==> config.mk <==
export PLATFORM = sky130hd
export DESIGN_NAME = gpf_link_forward
export DESIGN_NICKNAME = d
export VERILOG_FILES = /design/src/verilog/gpf_pkg.sv /design/src/verilog/gpf_in_sync.sv /design/src/verilog/gpf_lat_delay.sv /design/src/verilog/gpf_link_forward.sv
export SDC_FILE = /design/constraint.sdc
export NUM_CORES = 2
export LEC_CHECK = 0
export ABC_CLOCK_PERIOD_IN_PS = 4200
export BUFFER_PORTS_ARGS = -buffer_cell sky130_fd_sc_hd__buf_4
export CORE_MARGIN = 2
export CORE_UTILIZATION = 47
export DETAILED_ROUTE_END_ITERATION = 6
export PLACE_DENSITY = 0.64
export SYNTH_ARGS = -nofsm -noshare
export SYNTH_HDL_FRONTEND = slang
export SYNTH_HIERARCHICAL = 1
export SYNTH_SLANG_ARGS = --single-unit
export TNS_END_PERCENT = 1
==> constraint.sdc <==
create_clock -name clk_sys -period 4.2 [get_ports clk_sys]
set_clock_uncertainty 0.15 [all_clocks]
set_input_delay 0.84 -clock clk_sys [delete_from_list [all_inputs] [get_ports clk_sys]]
set_output_delay 0.84 -clock clk_sys [all_outputs]
set_load 0.01 [all_outputs]
==> src/verilog/gpf_pkg.sv <==
// How it works
// - Forwarded pins are named on the link by a 5-bit ID, 32 possible.
// - Every sent state packet carries the input pin's send ID.
// - After reset both send and receive IDs of pin N equal N.
// - A pin sends changes only while forward_send_enable is 1; IDs 0 to 31.
// - Receiving pins follow only packets whose ID equals their receive ID.
// - All pins sharing a receive ID follow the same remote input.
// - ID forwarding works the same in both link directions.
// - Transitions are forwarded; a move to the held level changes nothing.
// - Without compensation changes go out as soon as the link accepts.
// - Serializer to deserializer: about 1us plain, 3.5us compensated.
// - Deserializer to serializer: about 6us plain, 15us compensated.
// - Bias select: 00 none, 01 pull-up, 10 pull-down, 11 reserved.
// - Bias strength bit: 1 weak resistance, 0 strong resistance.
// - output_driver_off 0 enables the driver, 1 leaves the pin undriven.
// - driver_style 0 is open-drain, 1 is push-pull.
// - With receive disabled the output follows manual_output_value.
// - Three registers per pin, consecutive in pin order from 0x200.
// - 20 pins: 15 input and output, 5 output-only that never send.
// - First register: bits 5,4,3,2,1,0 hold equalize, manual, level, recv, send, off.
// - Second register: bias 7:6, driver_style 5, send ID 4:0.
// - Third register: receive ID in bits 4:0.
// - The three-register layout repeats up to offset 0x23B.
package gpf_pkg;
  localparam int PIN_COUNT = 20;
  localparam int ID_W = 5;
  localparam logic [15:0] REG_BASE = 16'h0200;
  localparam logic [15:0] REG_LAST = 16'h023B;
  localparam logic [1:0] SUB_A = 2'h0;
  localparam logic [1:0] SUB_B = 2'h1;
  localparam logic [1:0] SUB_C = 2'h2;
  // First register fields
  localparam int A_STRENGTH = 7;
  localparam int A_EQUALIZE = 5;
  localparam int A_MANUAL = 4;
  localparam int A_LEVEL = 3;
  localparam int A_RECV_EN = 2;
  localparam int A_SEND_EN = 1;
  localparam int A_DRV_OFF = 0;
  localparam logic [7:0] A_WMASK = 8'hB7;
  // Second register fields
  localparam int B_BIAS_HI = 7;
  localparam int B_BIAS_LO = 6;
  localparam int B_STYLE = 5;
  // Reset values; the ID field is ORed with the pin index
  localparam logic [7:0] A_RESET = 8'h83;
  localparam logic [7:0] B_RESET = 8'hA0;
  localparam logic [7:0] C_RESET = 8'h40;
  // Bias resistor codes
  localparam logic [1:0] BIAS_NONE = 2'h0;
  localparam logic [1:0] BIAS_UP = 2'h1;
  localparam logic [1:0] BIAS_DOWN = 2'h2;
  // Pins able to act as inputs; 13 to 17 are output-only
  localparam logic [PIN_COUNT-1:0] INPUT_CAPABLE = 20'hC1FFF;
  // Forwarding latency
  localparam int CLK_PERIOD_NS = 20;
  localparam int LAT_S2D_PLAIN_NS = 1000;
  localparam int LAT_S2D_COMP_NS = 3500;
  localparam int LAT_D2S_PLAIN_NS = 6000;
  localparam int LAT_D2S_COMP_NS = 15000;
  localparam int COMP_S2D_CYC = (LAT_S2D_COMP_NS - LAT_S2D_PLAIN_NS) / CLK_PERIOD_NS;
  localparam int COMP_D2S_CYC = (LAT_D2S_COMP_NS - LAT_D2S_PLAIN_NS) / CLK_PERIOD_NS;
  localparam int COMP_CNT_W = 9;
endpackage

==> src/verilog/gpf_in_sync.sv <==
`timescale 1ns/100ps
`default_nettype none
module gpf_in_sync #(
  parameter int WIDTH = 20
) (
  // Clock and reset
  input wire logic clk_sys,
  input wire logic rst_n,
  // Raw pins and synchronised result
  input wire logic [WIDTH-1:0] pin_raw,
  output logic [WIDTH-1:0] level,
  output logic [WIDTH-1:0] changed
);
  logic [WIDTH-1:0] meta_q, meta_d;
  logic [WIDTH-1:0] sync_q, sync_d;
  logic [WIDTH-1:0] last_q, last_d;

  // Only the second stage and later feed logic, so a metastable first stage never reaches the edge detector
  always_comb begin
    meta_d = pin_raw;
    sync_d = meta_q;
    last_d = sync_q;
  end

  always_ff @(posedge clk_sys) begin
    if (!rst_n) begin
      meta_q <= '0;
      sync_q <= '0;
      last_q <= '0;
    end else begin
      meta_q <= meta_d;
      sync_q <= sync_d;
      last_q <= last_d;
    end
  end

  assign level = sync_q;
  assign changed = sync_q ^ last_q;
endmodule
`default_nettype wire

==> src/verilog/gpf_lat_delay.sv <==
`timescale 1ns/100ps
`default_nettype none
module gpf_lat_delay #(
  parameter int CNT_W = 9,
  parameter logic [8:0] EXTRA = 9'h07D
) (
  // Clock and reset
  input wire logic clk_sys,
  input wire logic rst_n,
  // Received transition
  input wire logic load,
  input wire logic load_level,
  input wire logic delay_en,
  // Regenerated level
  output logic level_q
);
  logic [CNT_W-1:0] cnt_q, cnt_d;
  logic busy_q, busy_d;
  logic pend_q, pend_d;
  logic level_d;

  // A newer transition restarts the wait, so the last one received always lands
  always_comb begin
    cnt_d = cnt_q;
    busy_d = busy_q;
    pend_d = pend_q;
    level_d = level_q;
    if (load && !delay_en) begin
      level_d = load_level;
      busy_d = 1'b0;
    end else if (load) begin
      pend_d = load_level;
      cnt_d = EXTRA[CNT_W-1:0];
      busy_d = 1'b1;
    end else if (busy_q) begin
      if (cnt_q <= {{(CNT_W-1){1'b0}}, 1'b1}) begin
        level_d = pend_q;
        busy_d = 1'b0;
      end else begin
        cnt_d = cnt_q - {{(CNT_W-1){1'b0}}, 1'b1};
      end
    end
  end

  always_ff @(posedge clk_sys) begin
    if (!rst_n) begin
      cnt_q <= '0;
      busy_q <= 1'b0;
      pend_q <= 1'b0;
      level_q <= 1'b0;
    end else begin
      cnt_q <= cnt_d;
      busy_q <= busy_d;
      pend_q <= pend_d;
      level_q <= level_d;
    end
  end
endmodule
`default_nettype wire

==> src/verilog/gpf_link_forward.sv <==
`timescale 1ns/100ps
`default_nettype none
module gpf_link_forward #(
  parameter int PINS = gpf_pkg::PIN_COUNT,
  parameter bit IS_SER = 1'b1
) (
  // Clock and reset
  input wire logic clk_sys,
  input wire logic rst_n,
  // Register port
  input wire logic [15:0] reg_addr,
  input wire logic reg_wr,
  input wire logic [7:0] reg_wdata,
  input wire logic reg_rd,
  output logic [7:0] reg_rdata,
  output logic reg_rvalid,
  // Link send side
  output logic tx_valid,
  output logic [4:0] tx_pin_id,
  output logic tx_level,
  input wire logic tx_ready,
  // Link receive side
  input wire logic rx_valid,
  input wire logic [4:0] rx_pin_id,
  input wire logic rx_level,
  // Pads
  input wire logic [PINS-1:0] pad_in,
  output logic [PINS-1:0] pad_out,
  output logic [PINS-1:0] pad_oe,
  output logic [PINS-1:0] pull_up_en,
  output logic [PINS-1:0] pull_dn_en,
  output logic [PINS-1:0] pull_weak
);
  localparam logic [8:0] EXTRA_CYC = IS_SER ? 9'(gpf_pkg::COMP_S2D_CYC)
                                            : 9'(gpf_pkg::COMP_D2S_CYC);

  logic [7:0] rega_q [PINS];
  logic [7:0] regb_q [PINS];
  logic [7:0] regc_q [PINS];
  logic [7:0] rega_d [PINS];
  logic [7:0] regb_d [PINS];
  logic [7:0] regc_d [PINS];
  logic [7:0] reg_rdata_d;
  logic reg_rvalid_d;
  logic [PINS-1:0] in_level;
  logic [PINS-1:0] in_changed;
  logic [PINS-1:0] pend_q, pend_d;
  logic [PINS-1:0] pend_lvl_q, pend_lvl_d;
  logic tx_valid_d;
  logic [4:0] tx_pin_id_d;
  logic tx_level_d;
  logic [PINS-1:0] rx_hit;
  logic [PINS-1:0] fwd_level;
  logic [PINS-1:0] pad_out_d, pad_oe_d, pull_up_d, pull_dn_d, pull_weak_d;
  logic hit;
  logic [1:0] hit_sub;
  int hit_pin;
  logic grant;
  int grant_pin;

  // Maps an address to its pin group and register within it
  function automatic logic [1:0] sub_of(input logic [15:0] addr, input int pin);
    logic [15:0] first;
    first = 16'(gpf_pkg::REG_BASE + 16'(3 * pin));
    if (addr == first) sub_of = gpf_pkg::SUB_A;
    else if (addr == first + 16'h0001) sub_of = gpf_pkg::SUB_B;
    else if (addr == first + 16'h0002) sub_of = gpf_pkg::SUB_C;
    else sub_of = 2'h3;
  endfunction

  gpf_in_sync #(
    .WIDTH(PINS)
  ) u_sync (
    .clk_sys(clk_sys),
    .rst_n(rst_n),
    .pin_raw(pad_in),
    .level(in_level),
    .changed(in_changed)
  );

  // Register decode and access
  always_comb begin
    hit = 1'b0;
    hit_sub = 2'h0;
    hit_pin = 0;
    for (int p = 0; p < PINS; p++) begin
      if (reg_addr <= gpf_pkg::REG_LAST && sub_of(reg_addr, p) != 2'h3) begin
        hit = 1'b1;
        hit_sub = sub_of(reg_addr, p);
        hit_pin = p;
      end
    end
    for (int p = 0; p < PINS; p++) begin
      rega_d[p] = rega_q[p];
      regb_d[p] = regb_q[p];
      regc_d[p] = regc_q[p];
    end
    if (reg_wr && hit) begin
      unique case (hit_sub)
        gpf_pkg::SUB_A: rega_d[hit_pin] = reg_wdata & gpf_pkg::A_WMASK;
        gpf_pkg::SUB_B: regb_d[hit_pin] = reg_wdata;
        gpf_pkg::SUB_C: regc_d[hit_pin] = reg_wdata;
        default: regc_d[hit_pin] = regc_q[hit_pin];
      endcase
    end
    reg_rvalid_d = reg_rd;
    reg_rdata_d = 8'h00;
    if (reg_rd && hit) begin
      unique case (hit_sub)
        gpf_pkg::SUB_A: begin
          reg_rdata_d = rega_q[hit_pin];
          reg_rdata_d[gpf_pkg::A_LEVEL] = in_level[hit_pin];
        end
        gpf_pkg::SUB_B: reg_rdata_d = regb_q[hit_pin];
        gpf_pkg::SUB_C: reg_rdata_d = regc_q[hit_pin];
        default: reg_rdata_d = 8'h00;
      endcase
    end
  end

  always_ff @(posedge clk_sys) begin
    if (!rst_n) begin
      for (int p = 0; p < PINS; p++) begin
        rega_q[p] <= gpf_pkg::A_RESET;
        regb_q[p] <= gpf_pkg::B_RESET | 8'(p);
        regc_q[p] <= gpf_pkg::C_RESET | 8'(p);
      end
      reg_rdata <= 8'h00;
      reg_rvalid <= 1'b0;
    end else begin
      for (int p = 0; p < PINS; p++) begin
        rega_q[p] <= rega_d[p];
        regb_q[p] <= regb_d[p];
        regc_q[p] <= regc_d[p];
      end
      reg_rdata <= reg_rdata_d;
      reg_rvalid <= reg_rvalid_d;
    end
  end

  // Send side: one pending slot per pin, lowest index first
  always_comb begin
    pend_d = pend_q;
    pend_lvl_d = pend_lvl_q;
    tx_valid_d = tx_valid;
    tx_pin_id_d = tx_pin_id;
    tx_level_d = tx_level;
    grant = 1'b0;
    grant_pin = 0;
    if (tx_valid && tx_ready) begin
      tx_valid_d = 1'b0;
    end
    if (!tx_valid_d) begin
      for (int p = PINS - 1; p >= 0; p--) begin
        if (pend_q[p]) begin
          grant = 1'b1;
          grant_pin = p;
        end
      end
    end
    if (grant) begin
      tx_valid_d = 1'b1;
      tx_pin_id_d = regb_q[grant_pin][gpf_pkg::ID_W-1:0];
      tx_level_d = pend_lvl_q[grant_pin];
      pend_d[grant_pin] = 1'b0;
    end
    // A change in the grant cycle wins over the clear, so it is never lost
    for (int p = 0; p < PINS; p++) begin
      if (in_changed[p] && rega_q[p][gpf_pkg::A_SEND_EN]
          && gpf_pkg::INPUT_CAPABLE[p]) begin
        pend_d[p] = 1'b1;
        pend_lvl_d[p] = in_level[p];
      end
    end
  end

  always_ff @(posedge clk_sys) begin
    if (!rst_n) begin
      pend_q <= '0;
      pend_lvl_q <= '0;
      tx_valid <= 1'b0;
      tx_pin_id <= 5'h00;
      tx_level <= 1'b0;
    end else begin
      pend_q <= pend_d;
      pend_lvl_q <= pend_lvl_d;
      tx_valid <= tx_valid_d;
      tx_pin_id <= tx_pin_id_d;
      tx_level <= tx_level_d;
    end
  end

  // Receive side: every matching pin takes the packet, which gives broadcast
  genvar g;
  generate
    for (g = 0; g < PINS; g++) begin : g_rx
      assign rx_hit[g] = rx_valid && rega_q[g][gpf_pkg::A_RECV_EN]
                         && rx_pin_id == regc_q[g][gpf_pkg::ID_W-1:0];
      gpf_lat_delay #(
        .CNT_W(gpf_pkg::COMP_CNT_W),
        .EXTRA(EXTRA_CYC)
      ) u_delay (
        .clk_sys(clk_sys),
        .rst_n(rst_n),
        .load(rx_hit[g]),
        .load_level(rx_level),
        .delay_en(rega_q[g][gpf_pkg::A_EQUALIZE]),
        .level_q(fwd_level[g])
      );
    end
  endgenerate

  // Pad drivers and bias, all registered
  always_comb begin
    for (int p = 0; p < PINS; p++) begin
      pad_out_d[p] = rega_q[p][gpf_pkg::A_RECV_EN] ? fwd_level[p]
                                                    : rega_q[p][gpf_pkg::A_MANUAL];
      // Open-drain only sinks, so a high level releases the pin
      pad_oe_d[p] = !rega_q[p][gpf_pkg::A_DRV_OFF]
                    && (regb_q[p][gpf_pkg::B_STYLE] || !pad_out_d[p]);
      pull_up_d[p] = regb_q[p][gpf_pkg::B_BIAS_HI:gpf_pkg::B_BIAS_LO] == gpf_pkg::BIAS_UP;
      pull_dn_d[p] = regb_q[p][gpf_pkg::B_BIAS_HI:gpf_pkg::B_BIAS_LO] == gpf_pkg::BIAS_DOWN;
      pull_weak_d[p] = rega_q[p][gpf_pkg::A_STRENGTH];
    end
  end

  always_ff @(posedge clk_sys) begin
    if (!rst_n) begin
      pad_out <= '0;
      pad_oe <= '0;
      pull_up_en <= '0;
      pull_dn_en <= '0;
      pull_weak <= '0;
    end else begin
      pad_out <= pad_out_d;
      pad_oe <= pad_oe_d;
      pull_up_en <= pull_up_d;
      pull_dn_en <= pull_dn_d;
      pull_weak <= pull_weak_d;
    end
  end
endmodule
`default_nettype wire

# ---- Word-level counts from Yosys, hierarchy flattened
# Memory sizes are Yosys's and may differ from the RTL's. A register that Yosys moved wholly into a read port is not among the register bits.
# Cells that the tools add are included.
dict set report op_classes {
  eq_ne 182
  n_mux 482
  order_cmp 26
  bitwise_logic 85
  n_reduce_logical 359
  add_sub_neg 20
}
# op count
set ops {}
lappend ops {{$mux W32} 38}
lappend ops {{$eq A16 B10 Y1 const B} 60}
lappend ops {{$mux W160} 5}
lappend ops {{$bwmux W160} 4}
lappend ops {{$mux W9} 60}
lappend ops {{$mux W8} 61}
lappend ops {{$pmux W160 S2} 1}
lappend ops {{$mux W1} 246}
lappend ops {{$le A9 B1 Y1 const B} 20}
lappend ops {{$sub A9 B1 Y9 const B} 20}
lappend ops {{$reduce_bool A2 Y1} 75}
lappend ops {{$logic_and A1 B1 Y1} 120}
lappend ops {{$mux W2} 60}
lappend ops {{$reduce_and A3 Y1} 40}
lappend ops {{$eq A5 B5 Y1} 20}
lappend ops {{$ne A2 B2 Y1 const B} 40}
lappend ops {{$lt A32 B7 Y1 const B} 2}
lappend ops {{$logic_not A1 Y1} 61}
lappend ops {{$or A1 B1 Y1} 60}
lappend ops {{$eq A2 B1 Y1 const B} 21}
lappend ops {{$eq A2 B2 Y1 const B} 21}
lappend ops {{$reduce_and A2 Y1} 21}
lappend ops {{$reduce_or A2 Y1} 21}
lappend ops {{$demux W8 S5} 1}
lappend ops {{17 further kinds} 76}
dict set report totals {
  wordCells 1280
  memories 3
  out_inout_bits 116
  ram_bits 480
  inputBits 56
  regBits 446
}
# memory words word_bits rd rd_clocked_by_memory_dff wr line
set memory_table {}
lappend memory_table {rega_q 20 8 21 0 20 gpf_link_forward.sv:37} ;# logic [7:0] rega_q [PINS];
lappend memory_table {regb_q 20 8 22 1 20 gpf_link_forward.sv:38} ;# logic [7:0] regb_q [PINS];
lappend memory_table {regc_q 20 8 21 0 20 gpf_link_forward.sv:39} ;# logic [7:0] regc_q [PINS];

# ---- Longest topological paths before layout
dict set report depth {
  ltp_word 34
  mapped_depth 16
  mapped_depth_nobuf 10
}

# ---- Hierarchy
# The synthesis kept the hierarchy.
# mod cells_each n_inst area_per_inst_um2
set by_module_without_submodules {}
lappend by_module_without_submodules {gpf_link_forward 3480 1 28974.0}
lappend by_module_without_submodules {gpf_lat_delay 78 20 694.4}
lappend by_module_without_submodules {gpf_in_sync 146 1 1806.7}

# ---- Worst setup path before layout
# OpenSTA, ideal clock, no wires.
dict set report synth_timing {
  path_type {input to register}
  startpoint {input reg_addr[7]}
  endpoint {register reg_rdata[6]}
  cell_stages 13
  t_required_ns 3.924
  t_arrival_ns 3.488
  slack_ns 0.437
  path_cell_list {buf_2 or4b_1 buf_2 a211oi_1 o21ai_1 o311ai_2 a21o_1 buf_2 mux2_2 a22oi_1 o221ai_1 nor4_1 o32ai_1}
}
dict set report synth_between {
  elab_chain_cells 28
  elab_cells_between_ends 229
  classes_between {order compare (1); eq/ne (82); mux (120); reduce/logical (23); memory (3)}
}
# item line
set synth_rtl {}
lappend synth_rtl {{start: declaration} gpf_link_forward.sv:11} ;# input wire logic [15:0] reg_addr,
lappend synth_rtl {{parallel branches: the longest is 28 deep, another holds $mux W32} n/a}
lappend synth_rtl {{end signal: assignment} gpf_link_forward.sv:136} ;# reg_rdata <= reg_rdata_d;
lappend synth_rtl {{end: declaration} gpf_link_forward.sv:15} ;# output logic [7:0] reg_rdata,
# Several ways; the timed one is not identified.
# A chain may end at the register's enable or synchronous reset.

# ---- Final worst setup path
dict set report layout_timing {
  startpoint {input reg_addr[0]}
  endpoint {register reg_rdata[7]}
}
# Same word-level chain as after synthesis.

==> key figures <==
CTS
  – Clock sinks: 886
  – CTS buffer count: 99
  – Clk pin slew, worst setup/hold paths: 0.07 ns
  – H-tree depth: 3
  – Hold Buf Count CTS: 0
  – CTS root buffer: clkbuf_16
  – CTS max path bufs: 3
  – Clock latency on the worst-skew pair: 0.70 ns
  – # Post-CTS Setup Buffers: 0
  – CTS tree: yes

Detailed routing
  – Wire per inst: 22.3 um
  – DR top layer: met4
  – Met2 WL: 67.1 mm
  – Final WL: 152 mm
  – Met3 wire length: 11.7 mm
  – Vias per cell: 6.00
  – DR vias: 40800
  – DRC: 0
  – ANT nets after route: 0
  – DRT iter0 DRCs: 4251
  – Initial DRT Pass Iterations: 6
  – Wl on met1: 65.0 mm

Layout
  – Layout Cells excl Fill: 6802
  – Register area: 17700 um2
  – Final Net Count: 5561
  – Synth-to-layout area growth: 17.9%
  – Share of post-route cells with drive strength above 1: 0.161
  – FILL cells: 8663
  – Multi-input gate area: 24800 um2
  – Finished Cell Area: 52500 um2

Pwr
  – Worst VDD drop: 0.325 mV
  – Cell Pwr Density: 362 nW/um2
  – Lkg Pwr: 20.5 nW

Logic synthesis
  – Average cell area after synthesis: 8.60 um2
  – Syn_nets: 5267
  – Syn. warnings: 6
  – Mapped cell area: 44500 um2
  – Gate count after technology mapping: 5171

Critical path
  – FF-to-FF path depth: 10
  – Critical path arrival: 4.53 ns
  – Worst Path Max Fanout: 13
  – RR Startpoint: pend_q[11]
  – Worst flop-to-flop path endpoint: tx_pin_id[3]
  – CP Launch Type: primary input
  – CP Class: in2reg
  – R2r setup slk: 1.07 ns
  – Endpoint class of the critical path: flip-flop
  – Worst endpoint required time: 4.69 ns

Timing
  – RSZ-0062 raised after global routing: no
  – Fmax: 0.248 GHz
  – Min Clock Period, post-route: 4.04 ns
  – Slew Limit Fails: 0
  – Final period utilization: 0.961
  – Endpoints failing setup: 0
  – Worst Max-Slew Pin Slew: 1.07 ns
  – Final worst setup slack: 0.162 ns
  – Hold Fails Final Rpt: 0
  – Setup_tns: 0 ns
  – Relative slew margins: 0.279

Worst hold path
  – Hold Crit Depth: 2
  – Min-Delay Path Class: in2reg
  – Worst Hold End: u_sync/meta_q[5]
  – Launch point of the worst hold path: pad_in[5]

Die
  – Die Span Y: 312 um
  – Initial Utilization: 0.475
  – IO Count: 172
  – DIE AREA: 97100 um2
  – DIE WIDTH: 312 um
  – Rows: 112
  – Core Area: 93600 um2

GRT
  – First-pass GRT wire length: 230 mm
  – Number of global-route vias before repair: 37800
  – Largest net degree at the start of global routing: 205
  – Initial antenna violation count: 1
  – GRT overflow: 0
  – All-layer global routing usage: 0.300

Placement
  – PortBufs: 171
  – DP Worst Slack: -0.540 ns
  – Cells after DPL: 6618
  – Placed cell area: 49000 um2
  – Final HPWL DP: 106 mm
  – Placer Congestion: 1.00

Status
  – Status: completed

Run
  – Max Cap Viol: 0
-- cells in the final DEF, fill, tap and decap left out, types with 21 or more instances in the layout --
master	instances
or4_4	22
mux2i_1	362
and3b_1	21
mux2_2	27
ha_1	40
nand2_1	812
o211a_1	41
nor2_2	24
o22ai_1	73
nor2_1	203
o21ai_0	318
a21boi_0	143
nor3b_1	84
dfxtp_1	886
xnor2_1	103
and2_1	126
o2111a_1	60
clkbuf_8	21
inv_1	69
a21boi_1	26
nand2b_1	36
buf_4	494
o31a_1	25
o221ai_1	27
nand3_1	343
a211oi_1	30
nor2b_1	174
nor3_1	106
clkbuf_16	101
or3_1	72
nand4_1	74
a21oi_1	131
a31oi_1	69
buf_12	42
-- how the worst max path moves through the flow --
stage / startpoint / to / slack [ns] / cells after the start
after floorplan: reg_addr[7] / reg_rdata[6] / 0.44 / 13
after global placement: reg_addr[0] / reg_rdata[7] / -0.55 / 12
after detailed placement: reg_addr[0] / reg_rdata[7] / -0.54 / 12
after CTS: reg_addr[0] / reg_rdata[7] / 0.17 / 12
after global routing: reg_addr[0] / reg_rdata[2] / 0.14 / 14
final: reg_addr[0] / reg_rdata[7] / 0.16 / 12
-- flip-flops by register name (all words and copies together) (netlist names), 120 cells and up --
register / cells
g_rx.u_delay/cnt_q: 180
rega_q: 120
regb_q: 160
regc_q: 160
-- per-layer routing --
metal	up-vias	global-route usage
li1	19100	-
met1	19700	0.409
met2	1742	0.467
met3	368	0.0421
met4	0	0.143
met5	-	0
-- stage by stage --
step | total power (W) | util | hold slack, ns
floorplan | 0.00938 | - | 0.262
global route | 0.0196 | 0.560 | 0.191
finish | 0.0190 | 0.560 | 0.205
CTS | 0.0191 | 0.560 | 0.173
global placement | 0.00985 | 0.523 | 0.266
detailed placement | 0.00984 | 0.523 | 0.269
-- critical path, stage by stage --
cell and delay, ns:
buf_4 0.15, maj3_1 0.37, a221oi_1 0.24, buf_4 0.17, o311ai_4 0.19, a21oi_4 0.55
buf_4 0.33, nor2_1 0.12, a2111oi_1 0.73, o21ai_0 0.18, a21boi_0 0.47, a311o_1 0.18
-- final cells by class --
| cell class | count | share of cell area |
|---|---|---|
| sequential | 886 | 0.338 |
| clock inverter | 41 | 0.0116 |
| clock buffer | 142 | 0.0551 |
| antenna | 1 | 0.0000477 |
| inverter | 69 | 0.00494 |
| multi-input combinational | 3872 | 0.473 |
| tap | 1254 | 0.0299 |
| timing repair buffer | 537 | 0.0870 |
-- report_power, final --
part	switching, W	internal [W]
combinational	0.000735	0.000422
sequential	0.0000483	0.00848
clock	0.00368	0.00565
-- timing repair --
action | in CTS | in global routing
endpoints found under the setup margin | 0 | 2
gates resized for setup | 0 | 2
hold endpoints to repair | 0 | 0
Power figures use the tool's default switching activity.
